--- src/phase_mgmt_defines.svh ---
/*
  Offsets, field positions, reset values and timing counts of the
  phase management block. Assumes a 32-bit plain register port.
*/
`ifndef PHASE_MGMT_DEFINES_SVH
`define PHASE_MGMT_DEFINES_SVH

// Register offsets (byte addresses)
`define REG_CTRL_OFS 8'h00
`define REG_PHASE_OFS 8'h04
`define REG_DUTY_OFS 8'h08
`define REG_STATUS_OFS 8'h0C

// Control field positions
`define CTRL_ENABLE_BIT 0
`define CTRL_MASTER_BIT 1
`define CTRL_BUCK_BIT 2
`define CTRL_OVERRIDE_BIT 3

// Reset values
`define CTRL_RESET 4'h8
`define PHASE_RESET 3'h4
`define DUTY_RESET 4'h0

// Timing counts
`define TICKS_PER_CYCLE 4'hC
`define LAST_SLOT 4'hB
`define CYCLES_TO_APPLY 2'h3
`define STRAP_SETTLE 4'h8

`endif

--- src/phase_mgmt_pkg.sv ---
/*
  Types shared by the phase management block.
  Assumes the defines header supplies all numbers.
*/
package phase_mgmt_pkg;

  // Control register fields, msb first
  typedef struct packed {
    logic override_n_low;
    logic buck;
    logic master;
    logic enable;
  } ctrl_t;

  // Strap sensing sequence
  typedef enum logic {
    ST_SETTLE,
    ST_RUN
  } strap_state_t;

endpackage

--- src/phase_mgmt.sv ---
/*
  Phase management of a four-phase PWM controller: interleaved modulation
  outputs, phase-count straps, phase-drop line signalling with boot-refresh
  pulse, and gate driver enable.
  Assumes pins arrive asynchronously and fault and boot-refresh requests
  come from logic on ref_clk_i.
*/
// Operation
// - Master drives both lines with phase count
// - Slave reads both lines as inputs
// - Apply phase change three switching cycles later
// - Buck boot refresh: one PLL tick low
// - One modulation output per phase
// - Phase three strapped high: two phases
// - Phase four strapped high: three phases
// - Driver enable high when ready
// - Driver enable low when disabled or faulted
// - Software override forces driver enable low
// - Tri-level select allows mid-level idle state
`timescale 1ns/1ps
`include "phase_mgmt_defines.svh"

module phase_mgmt import phase_mgmt_pkg::*; #(
  parameter int PLL_DIV = 10,
  parameter logic [11:0] PD_COUNT_MAP = 12'h8D1
) (
  input wire logic ref_clk_i,
  input wire logic sys_rst_i,
  input wire logic [7:0] reg_addr_i,
  input wire logic [31:0] reg_wdata_i,
  input wire logic reg_wr_i,
  input wire logic reg_rd_i,
  output logic [31:0] reg_rdata_o,
  input wire logic hiccup_fault_i,
  input wire logic latch_fault_i,
  input wire logic boot_refresh_req_i,
  input wire logic tri_level_sel_i,
  input wire logic phase_three_sense_i,
  input wire logic phase_four_sense_i,
  input wire logic phase_drop_line_zero_i,
  output logic phase_drop_line_zero_o,
  output logic phase_drop_line_zero_oe_o,
  input wire logic phase_drop_line_one_i,
  output logic phase_drop_line_one_o,
  output logic phase_drop_line_one_oe_o,
  output logic phase_one_modulation_out_o,
  output logic phase_one_modulation_oe_o,
  output logic phase_two_modulation_out_o,
  output logic phase_two_modulation_oe_o,
  output logic phase_three_modulation_out_o,
  output logic phase_three_modulation_oe_o,
  output logic phase_four_modulation_out_o,
  output logic phase_four_modulation_oe_o,
  output logic gate_driver_enable_out_o,
  output logic boot_refresh_start_o
);

  localparam int TICK_W = $clog2(PLL_DIV + 1);
  localparam int QUAL_W = TICK_W + 1;

  ctrl_t ctrl_reg;
  logic [2:0] phase_req_reg;
  logic [3:0] duty_reg;
  strap_state_t strap_state_reg;
  logic [3:0] settle_cnt_reg;
  logic [2:0] strap_max_reg;
  logic [1:0] strap_mode_reg;
  logic [TICK_W-1:0] tick_cnt_reg;
  logic [3:0] slot_reg;
  logic pll_tick;
  logic cycle_end;
  logic [4:0] sense_level;
  logic tri_level;
  logic [1:0] line_seen;
  logic [1:0] line_prev_reg;
  logic [1:0] line_qual_reg;
  logic [QUAL_W-1:0] stable_cnt_reg;
  logic [1:0] master_code;
  logic [1:0] line_level;
  logic [1:0] pend_code_reg;
  logic [1:0] pend_cnt_reg;
  logic [2:0] active_count_reg;
  logic boot_active_reg;
  logic [TICK_W-1:0] boot_cnt_reg;
  logic ready;
  logic [3:0] mod_reg;
  logic [3:0] oe_reg;
  logic [3:0] strap_off;

  // Line code to phase count, shared by master and slave
  function automatic logic [2:0] code_to_count(input logic [1:0] code);
    return PD_COUNT_MAP[4'(code) * 4'h3 +: 3];
  endfunction

  function automatic logic [1:0] count_to_code(input logic [2:0] cnt);
    logic [1:0] code;
    code = 2'h3;
    for (int i = 0; i < 4; i++) begin
      if (PD_COUNT_MAP[i*3 +: 3] == cnt) begin
        code = 2'(i);
      end
    end
    return code;
  endfunction

  // Evenly spaced start slot of phase k among n active phases
  function automatic logic [3:0] phase_start(input logic [1:0] k, input logic [2:0] n);
    logic [3:0] s;
    unique case (n)
      3'h4: s = 4'(k) * 4'h3;
      3'h3: s = 4'(k) * 4'h4;
      3'h2: s = 4'(k) * 4'h6;
      default: s = 4'h0;
    endcase
    return s;
  endfunction

  // Pins through the three-stage synchroniser
  pin_sync #(
    .WIDTH(5)
  ) u_pin_sync (
    .ref_clk_i(ref_clk_i),
    .sys_rst_i(sys_rst_i),
    .pin_i({tri_level_sel_i, phase_drop_line_one_i, phase_drop_line_zero_i,
            phase_four_sense_i, phase_three_sense_i}),
    .level_o(sense_level)
  );
  assign line_seen = sense_level[3:2];
  assign tri_level = sense_level[4];

  // Register writes; unmapped writes are dropped
  always_ff @(posedge ref_clk_i) begin
    if (sys_rst_i) begin
      ctrl_reg <= ctrl_t'(`CTRL_RESET);
      phase_req_reg <= `PHASE_RESET;
      duty_reg <= `DUTY_RESET;
    end else if (reg_wr_i) begin
      if (reg_addr_i == `REG_CTRL_OFS) begin
        ctrl_reg <= ctrl_t'(reg_wdata_i[3:0]);
      end
      if (reg_addr_i == `REG_PHASE_OFS) begin
        phase_req_reg <= reg_wdata_i[2:0];
      end
      if (reg_addr_i == `REG_DUTY_OFS) begin
        duty_reg <= reg_wdata_i[3:0];
      end
    end
  end

  // Read data one cycle after the strobe, zero otherwise
  always_ff @(posedge ref_clk_i) begin
    if (sys_rst_i) begin
      reg_rdata_o <= 32'h0000_0000;
    end else if (reg_rd_i) begin
      unique case (reg_addr_i)
        `REG_CTRL_OFS: reg_rdata_o <= {28'h000_0000, ctrl_reg};
        `REG_PHASE_OFS: reg_rdata_o <= {29'h0000_0000, phase_req_reg};
        `REG_DUTY_OFS: reg_rdata_o <= {28'h000_0000, duty_reg};
        `REG_STATUS_OFS: reg_rdata_o <= {20'h0_0000, ready, strap_mode_reg,
          gate_driver_enable_out_o, line_level, line_seen, 1'b0, active_count_reg};
        default: reg_rdata_o <= 32'h0000_0000;
      endcase
    end else begin
      reg_rdata_o <= 32'h0000_0000;
    end
  end

  // phase four tied high
  // Straps are taken after settling, while outputs three and four float
  always_ff @(posedge ref_clk_i) begin
    if (sys_rst_i) begin
      strap_state_reg <= ST_SETTLE;
      settle_cnt_reg <= 4'h0;
      strap_max_reg <= 3'h4;
      strap_mode_reg <= 2'h0;
    end else begin
      unique case (strap_state_reg)
        ST_SETTLE: begin
          settle_cnt_reg <= settle_cnt_reg + 4'h1;
          if (settle_cnt_reg == `STRAP_SETTLE) begin
            strap_state_reg <= ST_RUN;
            if (sense_level[0]) begin
              strap_max_reg <= 3'h2;
              strap_mode_reg <= 2'h1;
            end else if (sense_level[1]) begin
              strap_max_reg <= 3'h3;
              strap_mode_reg <= 2'h2;
            end
          end
        end
        ST_RUN: begin
          settle_cnt_reg <= settle_cnt_reg;
        end
      endcase
    end
  end
  assign strap_off = {strap_state_reg == ST_SETTLE || strap_mode_reg != 2'h0,
                      strap_state_reg == ST_SETTLE || strap_mode_reg == 2'h1, 2'b00};

  // PLL tick divider and twelve-slot switching cycle
  always_ff @(posedge ref_clk_i) begin
    if (sys_rst_i) begin
      tick_cnt_reg <= '0;
      slot_reg <= 4'h0;
    end else if (pll_tick) begin
      tick_cnt_reg <= '0;
      slot_reg <= (slot_reg == `LAST_SLOT) ? 4'h0 : slot_reg + 4'h1;
    end else begin
      tick_cnt_reg <= tick_cnt_reg + TICK_W'(1);
    end
  end
  assign pll_tick = (tick_cnt_reg == TICK_W'(PLL_DIV - 1));
  assign cycle_end = pll_tick && (slot_reg == `LAST_SLOT);

  // master boot-refresh pulse, one PLL tick long, buck only
  always_ff @(posedge ref_clk_i) begin
    if (sys_rst_i) begin
      boot_active_reg <= 1'b0;
      boot_cnt_reg <= '0;
    end else if (boot_active_reg) begin
      boot_cnt_reg <= boot_cnt_reg + TICK_W'(1);
      if (boot_cnt_reg == TICK_W'(PLL_DIV - 1)) begin
        boot_active_reg <= 1'b0;
      end
    end else if (boot_refresh_req_i && ctrl_reg.master && ctrl_reg.buck && ctrl_reg.enable) begin
      boot_active_reg <= 1'b1;
      boot_cnt_reg <= '0;
    end
  end

  assign master_code = count_to_code(phase_req_reg);
  always_ff @(posedge ref_clk_i) begin
    if (sys_rst_i) begin
      phase_drop_line_zero_o <= 1'b0;
      phase_drop_line_one_o <= 1'b0;
      phase_drop_line_zero_oe_o <= 1'b0;
      phase_drop_line_one_oe_o <= 1'b0;
    end else begin
      phase_drop_line_zero_o <= master_code[0] && !boot_active_reg;
      phase_drop_line_one_o <= master_code[1] && !boot_active_reg;
      phase_drop_line_zero_oe_o <= ctrl_reg.master;
      phase_drop_line_one_oe_o <= ctrl_reg.master;
    end
  end

  // slave qualifies levels stable for two PLL ticks
  // a short low-going excursion starts boot refresh
  always_ff @(posedge ref_clk_i) begin
    if (sys_rst_i) begin
      line_prev_reg <= 2'h0;
      line_qual_reg <= 2'h0;
      stable_cnt_reg <= '0;
      boot_refresh_start_o <= 1'b0;
    end else begin
      line_prev_reg <= line_seen;
      boot_refresh_start_o <= 1'b0;
      if (line_seen != line_prev_reg) begin
        stable_cnt_reg <= '0;
        if (line_seen == line_qual_reg && (line_prev_reg & ~line_qual_reg) == 2'h0 &&
            !ctrl_reg.master && ctrl_reg.buck && ctrl_reg.enable) begin
          boot_refresh_start_o <= 1'b1;
        end
      end else if (stable_cnt_reg != QUAL_W'(2 * PLL_DIV)) begin
        stable_cnt_reg <= stable_cnt_reg + QUAL_W'(1);
      end else begin
        line_qual_reg <= line_seen;
      end
    end
  end
  assign line_level = ctrl_reg.master ? master_code : line_qual_reg;

  // apply new count on the third cycle end after a change
  always_ff @(posedge ref_clk_i) begin
    if (sys_rst_i) begin
      pend_code_reg <= 2'h3;
      pend_cnt_reg <= `CYCLES_TO_APPLY;
      active_count_reg <= 3'h4;
    end else if (line_level != pend_code_reg) begin
      pend_code_reg <= line_level;
      pend_cnt_reg <= 2'h0;
    end else if (cycle_end) begin
      if (pend_cnt_reg != `CYCLES_TO_APPLY) begin
        pend_cnt_reg <= pend_cnt_reg + 2'h1;
      end
      if (pend_cnt_reg >= 2'h2) begin
        // Own strap limit caps whatever the system asks for
        active_count_reg <= (code_to_count(pend_code_reg) > strap_max_reg) ?
          strap_max_reg : code_to_count(pend_code_reg);
      end
    end
  end

  // ready once straps taken and enabled
  // disable and faults pull enable low
  // override bit low forces enable low
  assign ready = (strap_state_reg == ST_RUN) && ctrl_reg.enable &&
                 !hiccup_fault_i && !latch_fault_i;
  always_ff @(posedge ref_clk_i) begin
    if (sys_rst_i) begin
      gate_driver_enable_out_o <= 1'b0;
    end else begin
      gate_driver_enable_out_o <= ready && ctrl_reg.override_n_low;
    end
  end

  // idle when dropped, start slots interleaved
  // tri-level idles by releasing the pin to mid-level
  genvar k;
  generate
    for (k = 0; k < 4; k++) begin : g_phase
      logic on;
      logic [3:0] rel;
      assign on = (3'(k) < active_count_reg) && gate_driver_enable_out_o;
      assign rel = (slot_reg >= phase_start(2'(k), active_count_reg)) ?
        slot_reg - phase_start(2'(k), active_count_reg) :
        slot_reg + `TICKS_PER_CYCLE - phase_start(2'(k), active_count_reg);
      always_ff @(posedge ref_clk_i) begin
        if (sys_rst_i) begin
          mod_reg[k] <= 1'b0;
          oe_reg[k] <= 1'b0;
        end else begin
          mod_reg[k] <= on && !strap_off[k] && (rel < duty_reg);
          oe_reg[k] <= !strap_off[k] && (!tri_level || on);
        end
      end
    end
  endgenerate
  // Output pins straight from flops
  assign phase_one_modulation_out_o = mod_reg[0];
  assign phase_two_modulation_out_o = mod_reg[1];
  assign phase_three_modulation_out_o = mod_reg[2];
  assign phase_four_modulation_out_o = mod_reg[3];
  assign phase_one_modulation_oe_o = oe_reg[0];
  assign phase_two_modulation_oe_o = oe_reg[1];
  assign phase_three_modulation_oe_o = oe_reg[2];
  assign phase_four_modulation_oe_o = oe_reg[3];

  // Assertions
  master_line_drive_a: assert property (@(posedge ref_clk_i) disable iff (sys_rst_i)
    ctrl_reg.master && !boot_active_reg |=> phase_drop_line_zero_oe_o &&
      phase_drop_line_zero_o == $past(master_code[0]) && phase_drop_line_one_oe_o)
    else $error("master not driving line code");

  slave_release_a: assert property (@(posedge ref_clk_i) disable iff (sys_rst_i)
    !ctrl_reg.master |=> !phase_drop_line_zero_oe_o && !phase_drop_line_one_oe_o)
    else $error("slave drives phase-drop lines");

  count_change_time_a: assert property (@(posedge ref_clk_i) disable iff (sys_rst_i)
    $changed(active_count_reg) |-> $past(cycle_end) && $past(pend_cnt_reg) >= 2'h2)
    else $error("phase count changed off schedule");

  boot_pulse_len_a: assert property (@(posedge ref_clk_i) disable iff (sys_rst_i)
    $fell(boot_active_reg) |-> $past(boot_cnt_reg) == TICK_W'(PLL_DIV - 1))
    else $error("boot pulse not one tick long");

  two_phase_strap_a: assert property (@(posedge ref_clk_i) disable iff (sys_rst_i)
    strap_mode_reg == 2'h1 |=> !phase_three_modulation_oe_o && !phase_four_modulation_oe_o)
    else $error("strapped outputs driven in two-phase mode");

  three_phase_strap_a: assert property (@(posedge ref_clk_i) disable iff (sys_rst_i)
    strap_mode_reg == 2'h2 |=> !phase_four_modulation_oe_o && !phase_four_modulation_out_o)
    else $error("phase four driven in three-phase mode");

  drv_fault_low_a: assert property (@(posedge ref_clk_i) disable iff (sys_rst_i)
    hiccup_fault_i || latch_fault_i || !ctrl_reg.enable |=> !gate_driver_enable_out_o)
    else $error("driver enable high during fault or disable");

  drv_override_a: assert property (@(posedge ref_clk_i) disable iff (sys_rst_i)
    !ctrl_reg.override_n_low [*2] |-> !gate_driver_enable_out_o)
    else $error("override did not hold driver enable low");

  drv_ready_a: assert property (@(posedge ref_clk_i) disable iff (sys_rst_i)
    gate_driver_enable_out_o |-> $past(ready))
    else $error("driver enable high without readiness");

  dropped_phase_idle_a: assert property (@(posedge ref_clk_i) disable iff (sys_rst_i)
    active_count_reg < 3'h4 && $stable(active_count_reg) |=> !phase_four_modulation_out_o)
    else $error("dropped phase toggled");

  two_level_a: assert property (@(posedge ref_clk_i) disable iff (sys_rst_i)
    !tri_level && strap_state_reg == ST_RUN |=> phase_one_modulation_oe_o)
    else $error("two-level output released");

  boot_pulse_c: cover property (@(posedge ref_clk_i) $rose(boot_active_reg));
  slave_boot_c: cover property (@(posedge ref_clk_i) boot_refresh_start_o);
  count_drop_c: cover property (@(posedge ref_clk_i) $fell(active_count_reg[2]));
  strap_three_c: cover property (@(posedge ref_clk_i) strap_mode_reg == 2'h2);

endmodule

--- src/pin_sync.sv ---
/*
  Three-stage synchroniser for pin inputs.
  Assumes inputs are asynchronous to ref_clk_i; a new level is taken
  once stages two and three agree.
*/
`timescale 1ns/1ps

module pin_sync #(
  parameter int WIDTH = 1
) (
  input wire logic ref_clk_i,
  input wire logic sys_rst_i,
  input wire logic [WIDTH-1:0] pin_i,
  output logic [WIDTH-1:0] level_o
);

  logic [WIDTH-1:0] stage1_reg;
  logic [WIDTH-1:0] stage2_reg;
  logic [WIDTH-1:0] stage3_reg;

  // Shift chain; stage one feeds only stage two
  always_ff @(posedge ref_clk_i) begin
    if (sys_rst_i) begin
      stage1_reg <= '0;
      stage2_reg <= '0;
      stage3_reg <= '0;
    end else begin
      stage1_reg <= pin_i;
      stage2_reg <= stage1_reg;
      stage3_reg <= stage2_reg;
    end
  end

  // Per-bit agreement filter
  genvar b;
  generate
    for (b = 0; b < WIDTH; b++) begin : g_agree
      always_ff @(posedge ref_clk_i) begin
        if (sys_rst_i) begin
          level_o[b] <= 1'b0;
        end else if (stage2_reg[b] == stage3_reg[b]) begin
          level_o[b] <= stage3_reg[b];
        end
      end
    end
  endgenerate

endmodule

--- config.mk ---
export PLATFORM = sky130hd
export DESIGN_NAME = phase_mgmt
export DESIGN_NICKNAME = d
export VERILOG_FILES = /design/src/phase_mgmt_pkg.sv /design/src/phase_mgmt.sv /design/src/pin_sync.sv
export VERILOG_INCLUDE_DIRS = /design/src
export SDC_FILE = /design/constraint.sdc
export NUM_CORES = 1
export LEC_CHECK = 0
export BUFFER_PORTS_ARGS = -buffer_cell sky130_fd_sc_hd__buf_2
export CAP_MARGIN = 25
export CELL_PAD_IN_SITES_DETAIL_PLACEMENT = 1
export CELL_PAD_IN_SITES_GLOBAL_PLACEMENT = 2
export CORE_MARGIN = 10
export CORE_UTILIZATION = 33
export DETAILED_ROUTE_END_ITERATION = 6
export GPL_TIMING_DRIVEN = 0
export HOLD_SLACK_MARGIN = 0.1
export PLACE_DENSITY = 0.85
export SYNTH_ARGS = -nofsm -noshare
export SYNTH_HDL_FRONTEND = slang
export SYNTH_SLANG_ARGS = --single-unit
--- constraint.sdc ---
create_clock -name ref_clk_i -period 4.1 [get_ports ref_clk_i]
set_input_delay 1.23 -clock ref_clk_i [delete_from_list [all_inputs] [get_ports ref_clk_i]]
set_output_delay 1.23 -clock ref_clk_i [all_outputs]
set_load 0.05 [all_outputs]
# Yosys cells after proc, flatten, opt, wreduce, memory -nomap -nowiden
# Index checks and enable logic that the tools add are counted.
# word_totals
reg_bits	115
inputBits	52
out_inout_bits	46
word_cells	191
# classes
addsub	13
mul	1
magnitude_cmp	14
eq_ne	25
n_shift	1
n_mux	31
bitwise	7
reduce_logical	57
# op_table
operator	count
one-hot mux 12 bit (4 select lines)	1
two-way mux 4 bit	8
logical AND 1 bit	26
one-hot mux 4 bit (3 select lines)	2
subtractor 4 bit	6
two-way mux 2 bit	10
adder 4 x 1 -> 4 bit, second input constant	4
== test 4 bit, second input constant	4
== test 8 x 4 -> 1 bit, second input constant	2
less-than comparator 4 bit	4
greater-or-equal comparator 4 bit	3
variable part select 12 x 5 -> 3 bit, first input constant	1
AND reduction 2 bit	5
nonzero test 2 bit	5
two-way mux 3 bit	3
one-hot mux 3 bit (3 select lines)	1
== test 8 x 3 -> 1 bit, second input constant	1
zero test 8 bit	1
OR reduction 2 bit	4
zero test 1 bit	7
== test 2 x 3 -> 1 bit, first input constant	2
== test 3 x 2 -> 1 bit, second input constant	2
logical OR 1 bit	6
less-than comparator 1 x 3 -> 1 bit, first input constant	2
23 further kinds	39

# Longest topological paths before layout
# Gate-level depths: netlist of the first run.
# depth
ltp_word	9
mapped_depth	12
depth_no_buf	12

# Cells and area by module
# From an unflattened synthesis of the first run, not the netlist that was laid out.
# hier_totals
cells_unflattened	495
area_unflattened_um2	4785.8
# modules_own_cells
mod	instances	cells_per_inst	area_per_inst_um2	seq_area_each_um2
phase_mgmt	1	443	4144.0	1481.4
pin_sync	1	52	641.9	400.4

# Worst setup path after synthesis of the first run
# Ideal clock, no wire load.
# synth_path
kind	register to register
start	register active_count_reg[2]
end	register mod_reg[1] (netlist: phase_two_modulation_out_o)
setup_time_ns	0.115
arrival_ns	2.804
t_required_ns	3.985
setup_slack_ns	1.181
path_stages_with_launch	11
n_path_buf	0
period_less_slack_ns	2.919
cell_sequence	dfxtp_1 > nor3b_1 > ha_1 > inv_1 > fa_1 > a21oi_1 > o21ai_0 > mux2_2 > o41ai_1 > ha_1 > a2111oi_0
# synth_via
elab_chain_cells	6
elab_cells_between_ends	12
classes_between	add/sub (2); order compare (3); eq/ne (3); mux (2); reduce/logical (2)
# synth_lines
element	line_no	source
start, declared	phase_mgmt.sv:82	logic [2:0] active_count_reg;
start signal, assigned	phase_mgmt.sv:287	active_count_reg <= (code_to_count(pend_code_reg) > strap_max_reg) ?
== test 3 x 2 -> 1 bit / == test 3 bit (equally long branches)	phase_mgmt.sv:109	unique case (n)
one-hot mux 3 bit (3 select lines)	phase_mgmt.sv:109	
subtractor 4 bit (tied with other cells)	phase_mgmt.sv:316	slot_reg + `TICKS_PER_CYCLE - phase_start(2'(k), active_count_reg);
two-way mux 4 bit	phase_mgmt.sv:314	assign rel = (slot_reg >= phase_start(2'(k), active_count_reg)) ?
less-than comparator 4 bit	phase_mgmt.sv:322	mod_reg[k] <= on && !strap_off[k] && (rel < duty_reg);
logical AND 1 bit *	phase_mgmt.sv:322	
end signal, assigned by index	phase_mgmt.sv:322	
end, declared	phase_mgmt.sv:86	logic [3:0] mod_reg;
# Every way passes the cells marked *; elsewhere a longest branch is shown, timed or not.
# A chain may end at the register's enable or synchronous reset.

# Worst setup path in the final report of the first run
# layout_path
start	register active_count_reg[1]
end	register mod_reg[1] (netlist: phase_two_modulation_out_o)
# Same word-level chain as after synthesis.

==> results.env, run 1 <==
POSTSYNTH.ASYNCRESETSHARE_PCT=0
FRACTION_OF_THE_MAPPED_NETLIST_AREA_IN_COMPOUND_GATES_PCT=10.73
RSZ0062_AT_GRT='false'
TOTAL_OF_WARNINGS_RAISED_BY_YOSYS=0
SYNTH.TOP_CELLS.BY_AREA='sky130_fd_sc_hd__dfxtp_1, sky130_fd_sc_hd__ha_1, sky130_fd_sc_hd__mux2i_1'
PLACEDINSTANCEAREA_UM2=5238
DRTPASS1ITERATIONS=5
FINAL-HOLD-VIOLATION-COUNT=0
IR_DROP_uV=155.6
GRT_PASS1_VIAS=4066
FMAXACHIEVABLE_GHz=0.2767
SYNTHFLOPTYPE='sky130_fd_sc_hd__dfxtp_1'
WORST_HOLD_PATH_TYPE='flop to flop'
SETUP_WS_PS=486.6
CLOCK_SKEWS_PS=6.340
SYNTHMOSTINSTANTIATEDCELL='sky130_fd_sc_hd__dfxtp_1'
DIE_AREA_UM2=19450
SYNTHSIMPLEGATEAREAFRAC_PCT=17.50
SYNTH_EDF_COUNT=0
CTS_INSERTED_BUFFERS=9
DRTITER0DRC=115
SETUP_TOTAL_NEGATIVE_SLACK_PS=0
CTS_TREE='done'
BUFFER_LEVELS_ON_THE_LONGEST_CLOCK_PATH=2
YS_SEQ_AREA_SHARE_PCT=39.95
DRT-TOTAL-WL_MM=12.33
NET_COUNT_FINAL=673
CTS.ROOT.BUFFER_CELL='sky130_fd_sc_hd__clkbuf_16'
DRT-WIRELENGTH-PER-CELL_UM=16.27
TOP_LEVEL_PORTS=98
WORST_PATH_CLASS_SETUP='flop to flop'
HPWL_MM=9.634
DP_SLACK_PS=359.0
DIE_W_UM=139.5
POSTSYNTHCELLCOUNT=498
CTS_HOLD_BUFFERS=0
SYNTH_ADDER_AREA_SHARE_PCT=13.12
LAYOUT.CELL_AREA.NON_FILLER_UM2=5555
NETLIST_TOP_CELLS_COUNT='sky130_fd_sc_hd__dfxtp_1, sky130_fd_sc_hd__nor2_1, sky130_fd_sc_hd__ha_1, sky130_fd_sc_hd__a21oi_1, sky130_fd_sc_hd__inv_1'
SYNTH-SEQ-CELLS=94
CTS_SETUP_BUFFERS=0
CTS_REPAIR_RESIZE_COUNT=0
SYNTH.DISTINCT_CELLS=54
TOP_REGISTER='reg_rdata_o'
DIE_Y_UM=139.5
ANTENNA_FOUND_INITIAL=0
TIMING.MAX_CAP.VIOLATIONS=0
ROUTE.DETAILED.VIAS_PER_INST=4.807
GR-TOTAL-OVERFLOW=0
SYNTH-XOR-AREA-SHARE_PCT=5.020
SYN_AREA_PER_CELL_UM2=9.459
FIN_CELLS=758
CTS.CLK_SLEW.WORST_PATHS_PS=70
SYNTH_TOP_CELL_AREA_SHARE_PCT=39.95
SYNTH_MUX_AREA_SHARE_PCT=6.321
STATIC_LEAKAGE_uW=0.002463
NUMBER_OF_PINS_WITH_NEGATIVE_MAX_SLEW_SLACK_IN_THE_FINAL_REPORT=0
LARGEST_REGISTER_FF_COUNT=12
LEVEL_COUNT_OF_THE_CLOCK_H_TREE=3
TOTAL_POWER_uW=1995
VIA_COUNT=3644
SYNTH_TOP_FAMILY_BY_AREA='simple AND/OR/NAND/NOR gates'
FLOORPLAN.CORE_AREA_UM2=13930
POST-SYNTH-TOP-AREA-CELL='sky130_fd_sc_hd__dfxtp_1'
REMAINING_DRC_ERRORS=0
FINAL-SETUP-VIOL-COUNT=0
CLOCK_SINK_COUNT=94
PLACEMENTROWS=43
AREA_GROWTH_SYN_TO_LAYOUT_PCT=17.93
OUTCOME='complete, no violations'
CELLPOWERDENSITY_nW_PER_UM2=359.0
MAX_SLEW_MARGIN_VS_LIMIT_PCT=47.30
WORSTPATHREQUIRED_PS=4320
PLACED_CELLS_INCL_TAPS=743
INITIAL_CORE_UTIL_PCT=33.81
PERIOD_NEEDED_PS=3613
GRT_FIRST_PASS_WIRELENGTH_MM=20.44
WORSTPATHARRIVAL_PS=3830
LAYOUT-DRIVE-GT1-SHARE_PCT=16.44
SYN_AREA_UM2=4711
PATH_MAX_FANOUT=5
GR-USAGE-ALL-LAYERS_PCT=12.87
GRT_MAX_DEGREE=16
PORT_BUFFERS=46
POSTROUTEANTENNANETS=0
STARTPOINT_TYPE='flop'
FINAL.PERIOD_UTILIZATION_PCT=88.13
TIGHTEST_SLEW_PS=787.6
CLKLATENCYLATEPIN_PS=350
N_ANTENNA_CELL=0
FINALWEIGHTEDCONGESTION=0.8514
SETUP_CRIT_END_KIND='flop'
[power breakdown]
part           leakage, µW  switching, µW  internal, µW  total (µW)
sequential        0.000765           14.2           932         946
clock             0.000145            358           533         891
combinational      0.00155            104          53.4         157
[cells by family after synthesis]
kind of cell,Yosys count
simple gates,155
flops,94
compound gates,80
buf+inv,69
fa+ha+maj,47
xor+xnor,27
mux,25
other cells,1
[cell type report]
class                   instances  area, µm²
flip-flops and latches         94       1882
clock buffers                  10      229.0
clock inverters                 5      83.83
inverters                      31      116.4
well taps                     180      225.2
multi-input cells             354       2562
plain buffers                  38      226.5
fillers                      1634       8379
repair buffers                 46      230.2
[worst max-delay path, cell delays in order, from the launching register on]
cell and delay (ps):
sky130_fd_sc_hd__dfxtp_1 480, sky130_fd_sc_hd__nor2b_1 320, sky130_fd_sc_hd__nand2b_1 180, sky130_fd_sc_hd__inv_1 130
sky130_fd_sc_hd__nor2_1 120, sky130_fd_sc_hd__fa_1 460, sky130_fd_sc_hd__a21oi_1 230, sky130_fd_sc_hd__o21ai_0 110
sky130_fd_sc_hd__mux2_2 270, sky130_fd_sc_hd__o41ai_1 500, sky130_fd_sc_hd__ha_1 330, sky130_fd_sc_hd__a2111oi_0 360
[metal layers]
metal  global-route usage, %  part of all wire (%)  up-vias  wire [µm]
met2                   21.43                    48       80       5925
met5                       0                     0        -          0
met3                   4.015                   5.0       21        618
li1                        -                     -     1801          -
met4                   4.778                   1.6        0        197
met1                   15.13                    45     1742       5590
[through the flow]
stage,hold slack [ps],utilization (%)
global route,467.9,39.87
floorplan,413.8,-
global placement,418.3,37.59
finish,438.6,39.87
CTS,444.7,39.83
detailed placement,428.1,37.59
[cell usage in the layout, fill, tap and decap left out, types with 16 or more instances in the layout]
cell type	n
sky130_fd_sc_hd__dfxtp_1	94
sky130_fd_sc_hd__buf_2	47
sky130_fd_sc_hd__nor2_1	44
sky130_fd_sc_hd__mux2i_1	20
sky130_fd_sc_hd__ha_1	43
sky130_fd_sc_hd__conb_1	20
sky130_fd_sc_hd__nor2b_1	28
sky130_fd_sc_hd__buf_4	22
sky130_fd_sc_hd__xnor2_1	16
sky130_fd_sc_hd__nand2_1	21
sky130_fd_sc_hd__o21ai_0	17
sky130_fd_sc_hd__a21oi_1	32
sky130_fd_sc_hd__inv_1	30
[path summary, 6_finish.rpt]
kind	slack, ps	start	depth (start not counted)	end
hold reg to reg	440	u_pin_sync.stage1_reg[1]$_SDFF_PP0_	1	u_pin_sync.stage2_reg[1]$_SDFF_PP0_
setup reg to reg	490	active_count_reg[1]$_SDFFE_PP0P_	11	phase_two_modulation_out_o$_SDFF_PP0_
setup / recovery	490	active_count_reg[1]$_SDFFE_PP0P_	11	phase_two_modulation_out_o$_SDFF_PP0_
hold / removal	440	u_pin_sync.stage1_reg[1]$_SDFF_PP0_	1	u_pin_sync.stage2_reg[1]$_SDFF_PP0_
No activity file was read; power rests on OpenSTA's default activity.
==> run 2, diff against run 1 <==
- RECOVER_POWER: default -> 50
==> run 2 against run 1 <==
Final cell count unchanged. Hold slack is essentially flat. Die area is the same. Setup slack worse by 3.6 ps. Combinational power about the same. First-iteration DRC count is 11% lower. Maximum frequency shrank 0.10%. Global-route usage did not move. Largest cell class unchanged. Sequential share of layout area is 0.22 points higher. Wire length unchanged.
==> results.env, run 2 (synthesis gave the netlist of run 1 again) <==
DIE_Y_UM=139.5  # unchanged
WORST_PATH_CLASS_SETUP='flop to flop'  # unchanged
FLOORPLAN.CORE_AREA_UM2=13930  # unchanged
DRT-WIRELENGTH-PER-CELL_UM=16.27  # unchanged
CTS_HOLD_BUFFERS=0  # unchanged
CTS_TREE='done'  # unchanged
SHARE_SEQ_OF_TOTAL_POWER_PCT=47.5  # was 47.4%
DIE_W_UM=139.5  # unchanged
RSZ0062_AT_GRT='false'  # unchanged
LAYOUT.CELLS.MOST_COMMON='sky130_fd_sc_hd__dfxtp_1'  # unchanged
LARGEST_REGISTER_FF_COUNT=12  # unchanged
PLACEDINSTANCEAREA_UM2=5238  # unchanged
N_ANTENNA_CELL=0  # unchanged
CP_TOP_FAMILY='compound AO/OA/AOI/OAI gates'  # unchanged
GR-TOTAL-OVERFLOW=0  # unchanged
CTS_INSERTED_BUFFERS=9  # unchanged
IR_DROP_uV=155.5  # was 155.6 µV
OUTCOME='complete, no violations'  # unchanged
NET_COUNT_FINAL=673  # unchanged
LAYOUT.CELL_AREA.NON_FILLER_UM2=5520  # was 5555 µm²
PLACED_CELLS_INCL_TAPS=743  # unchanged
CRITICAL_PATH_BUFFERS_AND_INVERTERS=1  # unchanged
WORSTPATHREQUIRED_PS=4320  # about the same
CTS.ROOT.BUFFER_CELL='sky130_fd_sc_hd__clkbuf_16'  # unchanged
LAYOUT_COMMON_CELLS='sky130_fd_sc_hd__dfxtp_1, sky130_fd_sc_hd__nor2_1, sky130_fd_sc_hd__ha_1'  # was sky130_fd_sc_hd__dfxtp_1, sky130_fd_sc_hd__buf_2, sky130_fd_sc_hd__nor2_1
CLOCK_SKEWS_PS=6.012  # was 6.340 ps
GR-USAGE-ALL-LAYERS_PCT=12.87  # unchanged
WORST_PATH_LARGEST_CELL_DELAY_PS=500  # about the same
WORST_REG2REG_PATH_DEPTH=11  # unchanged
CTS_REPAIR_RESIZE_COUNT=0  # unchanged
TOP_LEVEL_PORTS=98  # unchanged
NUMBER_OF_PINS_WITH_NEGATIVE_MAX_SLEW_SLACK_IN_THE_FINAL_REPORT=0  # unchanged
CELLPOWERDENSITY_nW_PER_UM2=361.2  # was 359.0 nW/µm²
LAYOUT-DRIVE-GT1-SHARE_PCT=12.11  # was 16.44%
CRIT_CHAIN='nor2b_1 -> nand2b_1 -> inv_1 -> nor2_1 -> fa_1 -> a21oi_1 -> o21ai_0 -> mux2_2 -> o41ai_1 -> ha_1 -> a2111oi_0'  # unchanged
CLKLATENCYLATEPIN_PS=350  # about the same
POSTROUTEANTENNANETS=0  # unchanged
TOP_REGISTER='reg_rdata_o'  # unchanged
DRT-TOTAL-WL_MM=12.33  # unchanged
DRTPASS1ITERATIONS=4  # was 5
GRT_FIRST_PASS_WIRELENGTH_MM=20.44  # unchanged
SWITCHING_POWER_uW=475.7  # was 475.8 µW
ANTENNA_FOUND_INITIAL=0  # unchanged
TIMING.MAX_CAP.VIOLATIONS=0  # unchanged
INTERNAL_POWER_uW=1518  # was 1519 µW
GRT_PASS1_VIAS=4066  # unchanged
AREA_GROWTH_SYN_TO_LAYOUT_PCT=17.18  # was 17.93%
DIE_AREA_UM2=19450  # unchanged
REMAINING_DRC_ERRORS=0  # unchanged
BUFFER_LEVELS_ON_THE_LONGEST_CLOCK_PATH=2  # unchanged
HOLD_SLACK_PS=438.6  # about the same
FMAXACHIEVABLE_GHz=0.2765  # was 0.2767 GHz
PLACEMENTROWS=43  # unchanged
TIGHTEST_SLEW_PS=773.5  # was 787.6 ps
CPMAXSTAGEDELAYCELL='sky130_fd_sc_hd__o41ai_1'  # unchanged
POST-ROUTE-UTIL_PCT=39.62  # was 39.87%
CTS.CLK_SLEW.WORST_PATHS_PS=70  # about the same
FINAL-SETUP-VIOL-COUNT=0  # unchanged
NUMBER_OF_CELLS_ON_THE_CRITICAL_PATH=11  # unchanged
STATIC_LEAKAGE_uW=0.002365  # was 0.002463 µW
SETUP_CRIT_END_KIND='flop'  # unchanged
PORT_BUFFERS=46  # unchanged
FINALWEIGHTEDCONGESTION=0.8514  # unchanged
FIN_CELLS=758  # unchanged
INITIAL_CORE_UTIL_PCT=33.81  # unchanged
ROUTE.DETAILED.VIAS_PER_INST=4.798  # was 4.807
HPWL_MM=9.634  # unchanged
SETUP_TOTAL_NEGATIVE_SLACK_PS=0  # unchanged
POWER.COMBINATIONAL.FRACTION_PCT=7.9  # about the same
FINAL.PERIOD_UTILIZATION_PCT=88.22  # was 88.13%
VIA_COUNT=3637  # was 3,644
LEVEL_COUNT_OF_THE_CLOCK_H_TREE=3  # unchanged
FINAL-HOLD-VIOLATION-COUNT=0  # unchanged
POWER_FRAC_CLOCK_PCT=44.7  # about the same
PERIOD_NEEDED_PS=3617  # was 3613 ps
CLOCK_SINK_COUNT=94  # unchanged
DRTITER0DRC=102  # was 115
STARTPOINT_TYPE='flop'  # unchanged
GRT_MAX_DEGREE=16  # unchanged
NUMBER_OF_INSERTED_FILLER_CELLS_IN_THE_FINAL_LAYOUT=1638  # was 1,634
REG2REG_SLACK_PS=480  # was 490 ps
PATH_MAX_FANOUT=5  # unchanged
WORST_HOLD_PATH_TYPE='flop to flop'  # unchanged
CTS_SETUP_BUFFERS=0  # unchanged
MAX_SLEW_MARGIN_VS_LIMIT_PCT=48.24  # was 47.30%
WORSTHOLDPATHCELLS=1  # unchanged
WORSTPATHARRIVAL_PS=3840  # was 3830 ps
P_SW_SHARE_PCT=23.86  # was 23.85%
run 2: changes by cell type in the layout (fill, tap and decap cells not counted), sizes merged:
cell,previous run,this run
clkbuf,24,48
buf,70,46
run 2: path summary, 6_finish.rpt:
| path | from | end |
|---|---|---|
| hold reg to reg | u_pin_sync.stage1_reg[1]$_SDFF_PP0_ | u_pin_sync.stage2_reg[1]$_SDFF_PP0_ |
| setup / recovery | active_count_reg[1]$_SDFFE_PP0P_ | phase_two_modulation_out_o$_SDFF_PP0_ |
| setup reg to reg | active_count_reg[1]$_SDFFE_PP0P_ | phase_two_modulation_out_o$_SDFF_PP0_ |
| hold / removal | u_pin_sync.stage1_reg[1]$_SDFF_PP0_ | u_pin_sync.stage2_reg[1]$_SDFF_PP0_ |
run 2: routing by layer:
layer | global-route usage [%] | wire length [µm] | vias up | part of all wire [%]
met2 | 21.43 | 5935 | 71 | 48
met4 | 4.778 | 203 | 0 | 1.6
met3 | 4.015 | 559 | 21 | 4.5
li1 | - | - | 1803 | -
met1 | 15.13 | 5633 | 1742 | 46
met5 | 0 | 0 | - | 0
run 2: layout make-up:
class,instances,area [µm²],area share [%]
inverters,31,116.4,2.108
repair buffers,46,200.2,3.626
flip-flops and latches,94,1882,34.09
clock buffers,10,229.0,4.148
plain buffers,38,226.5,4.102
clock inverters,5,83.83,1.519
well taps,180,225.2,4.080
multi-input cells,354,2557,46.33
run 2: power by group through the flow:
stage / logic, µW / clock network [µW] / registers (µW)
2_1_floorplan: 114 / 0 / 971
3_3_place_gp: 151 / 0 / 965
4_1_cts: 158 / 915 / 946
5_1_grt: 173 / 955 / 949
3_5_place_dp: 157 / 0 / 967
6_report: 157 / 891 / 946
run 2: per-stage QoR:
| stage | worst slack, ps | total power, µW |
|---|---|---|
| finish | 482.9 | 1994 |
| global route | 22.38 | 2078 |
| CTS | 345.3 | 2020 |
| detailed placement | 359.0 | 1124 |
| global placement | 486.3 | 1117 |
| floorplan | 1181 | 1085 |
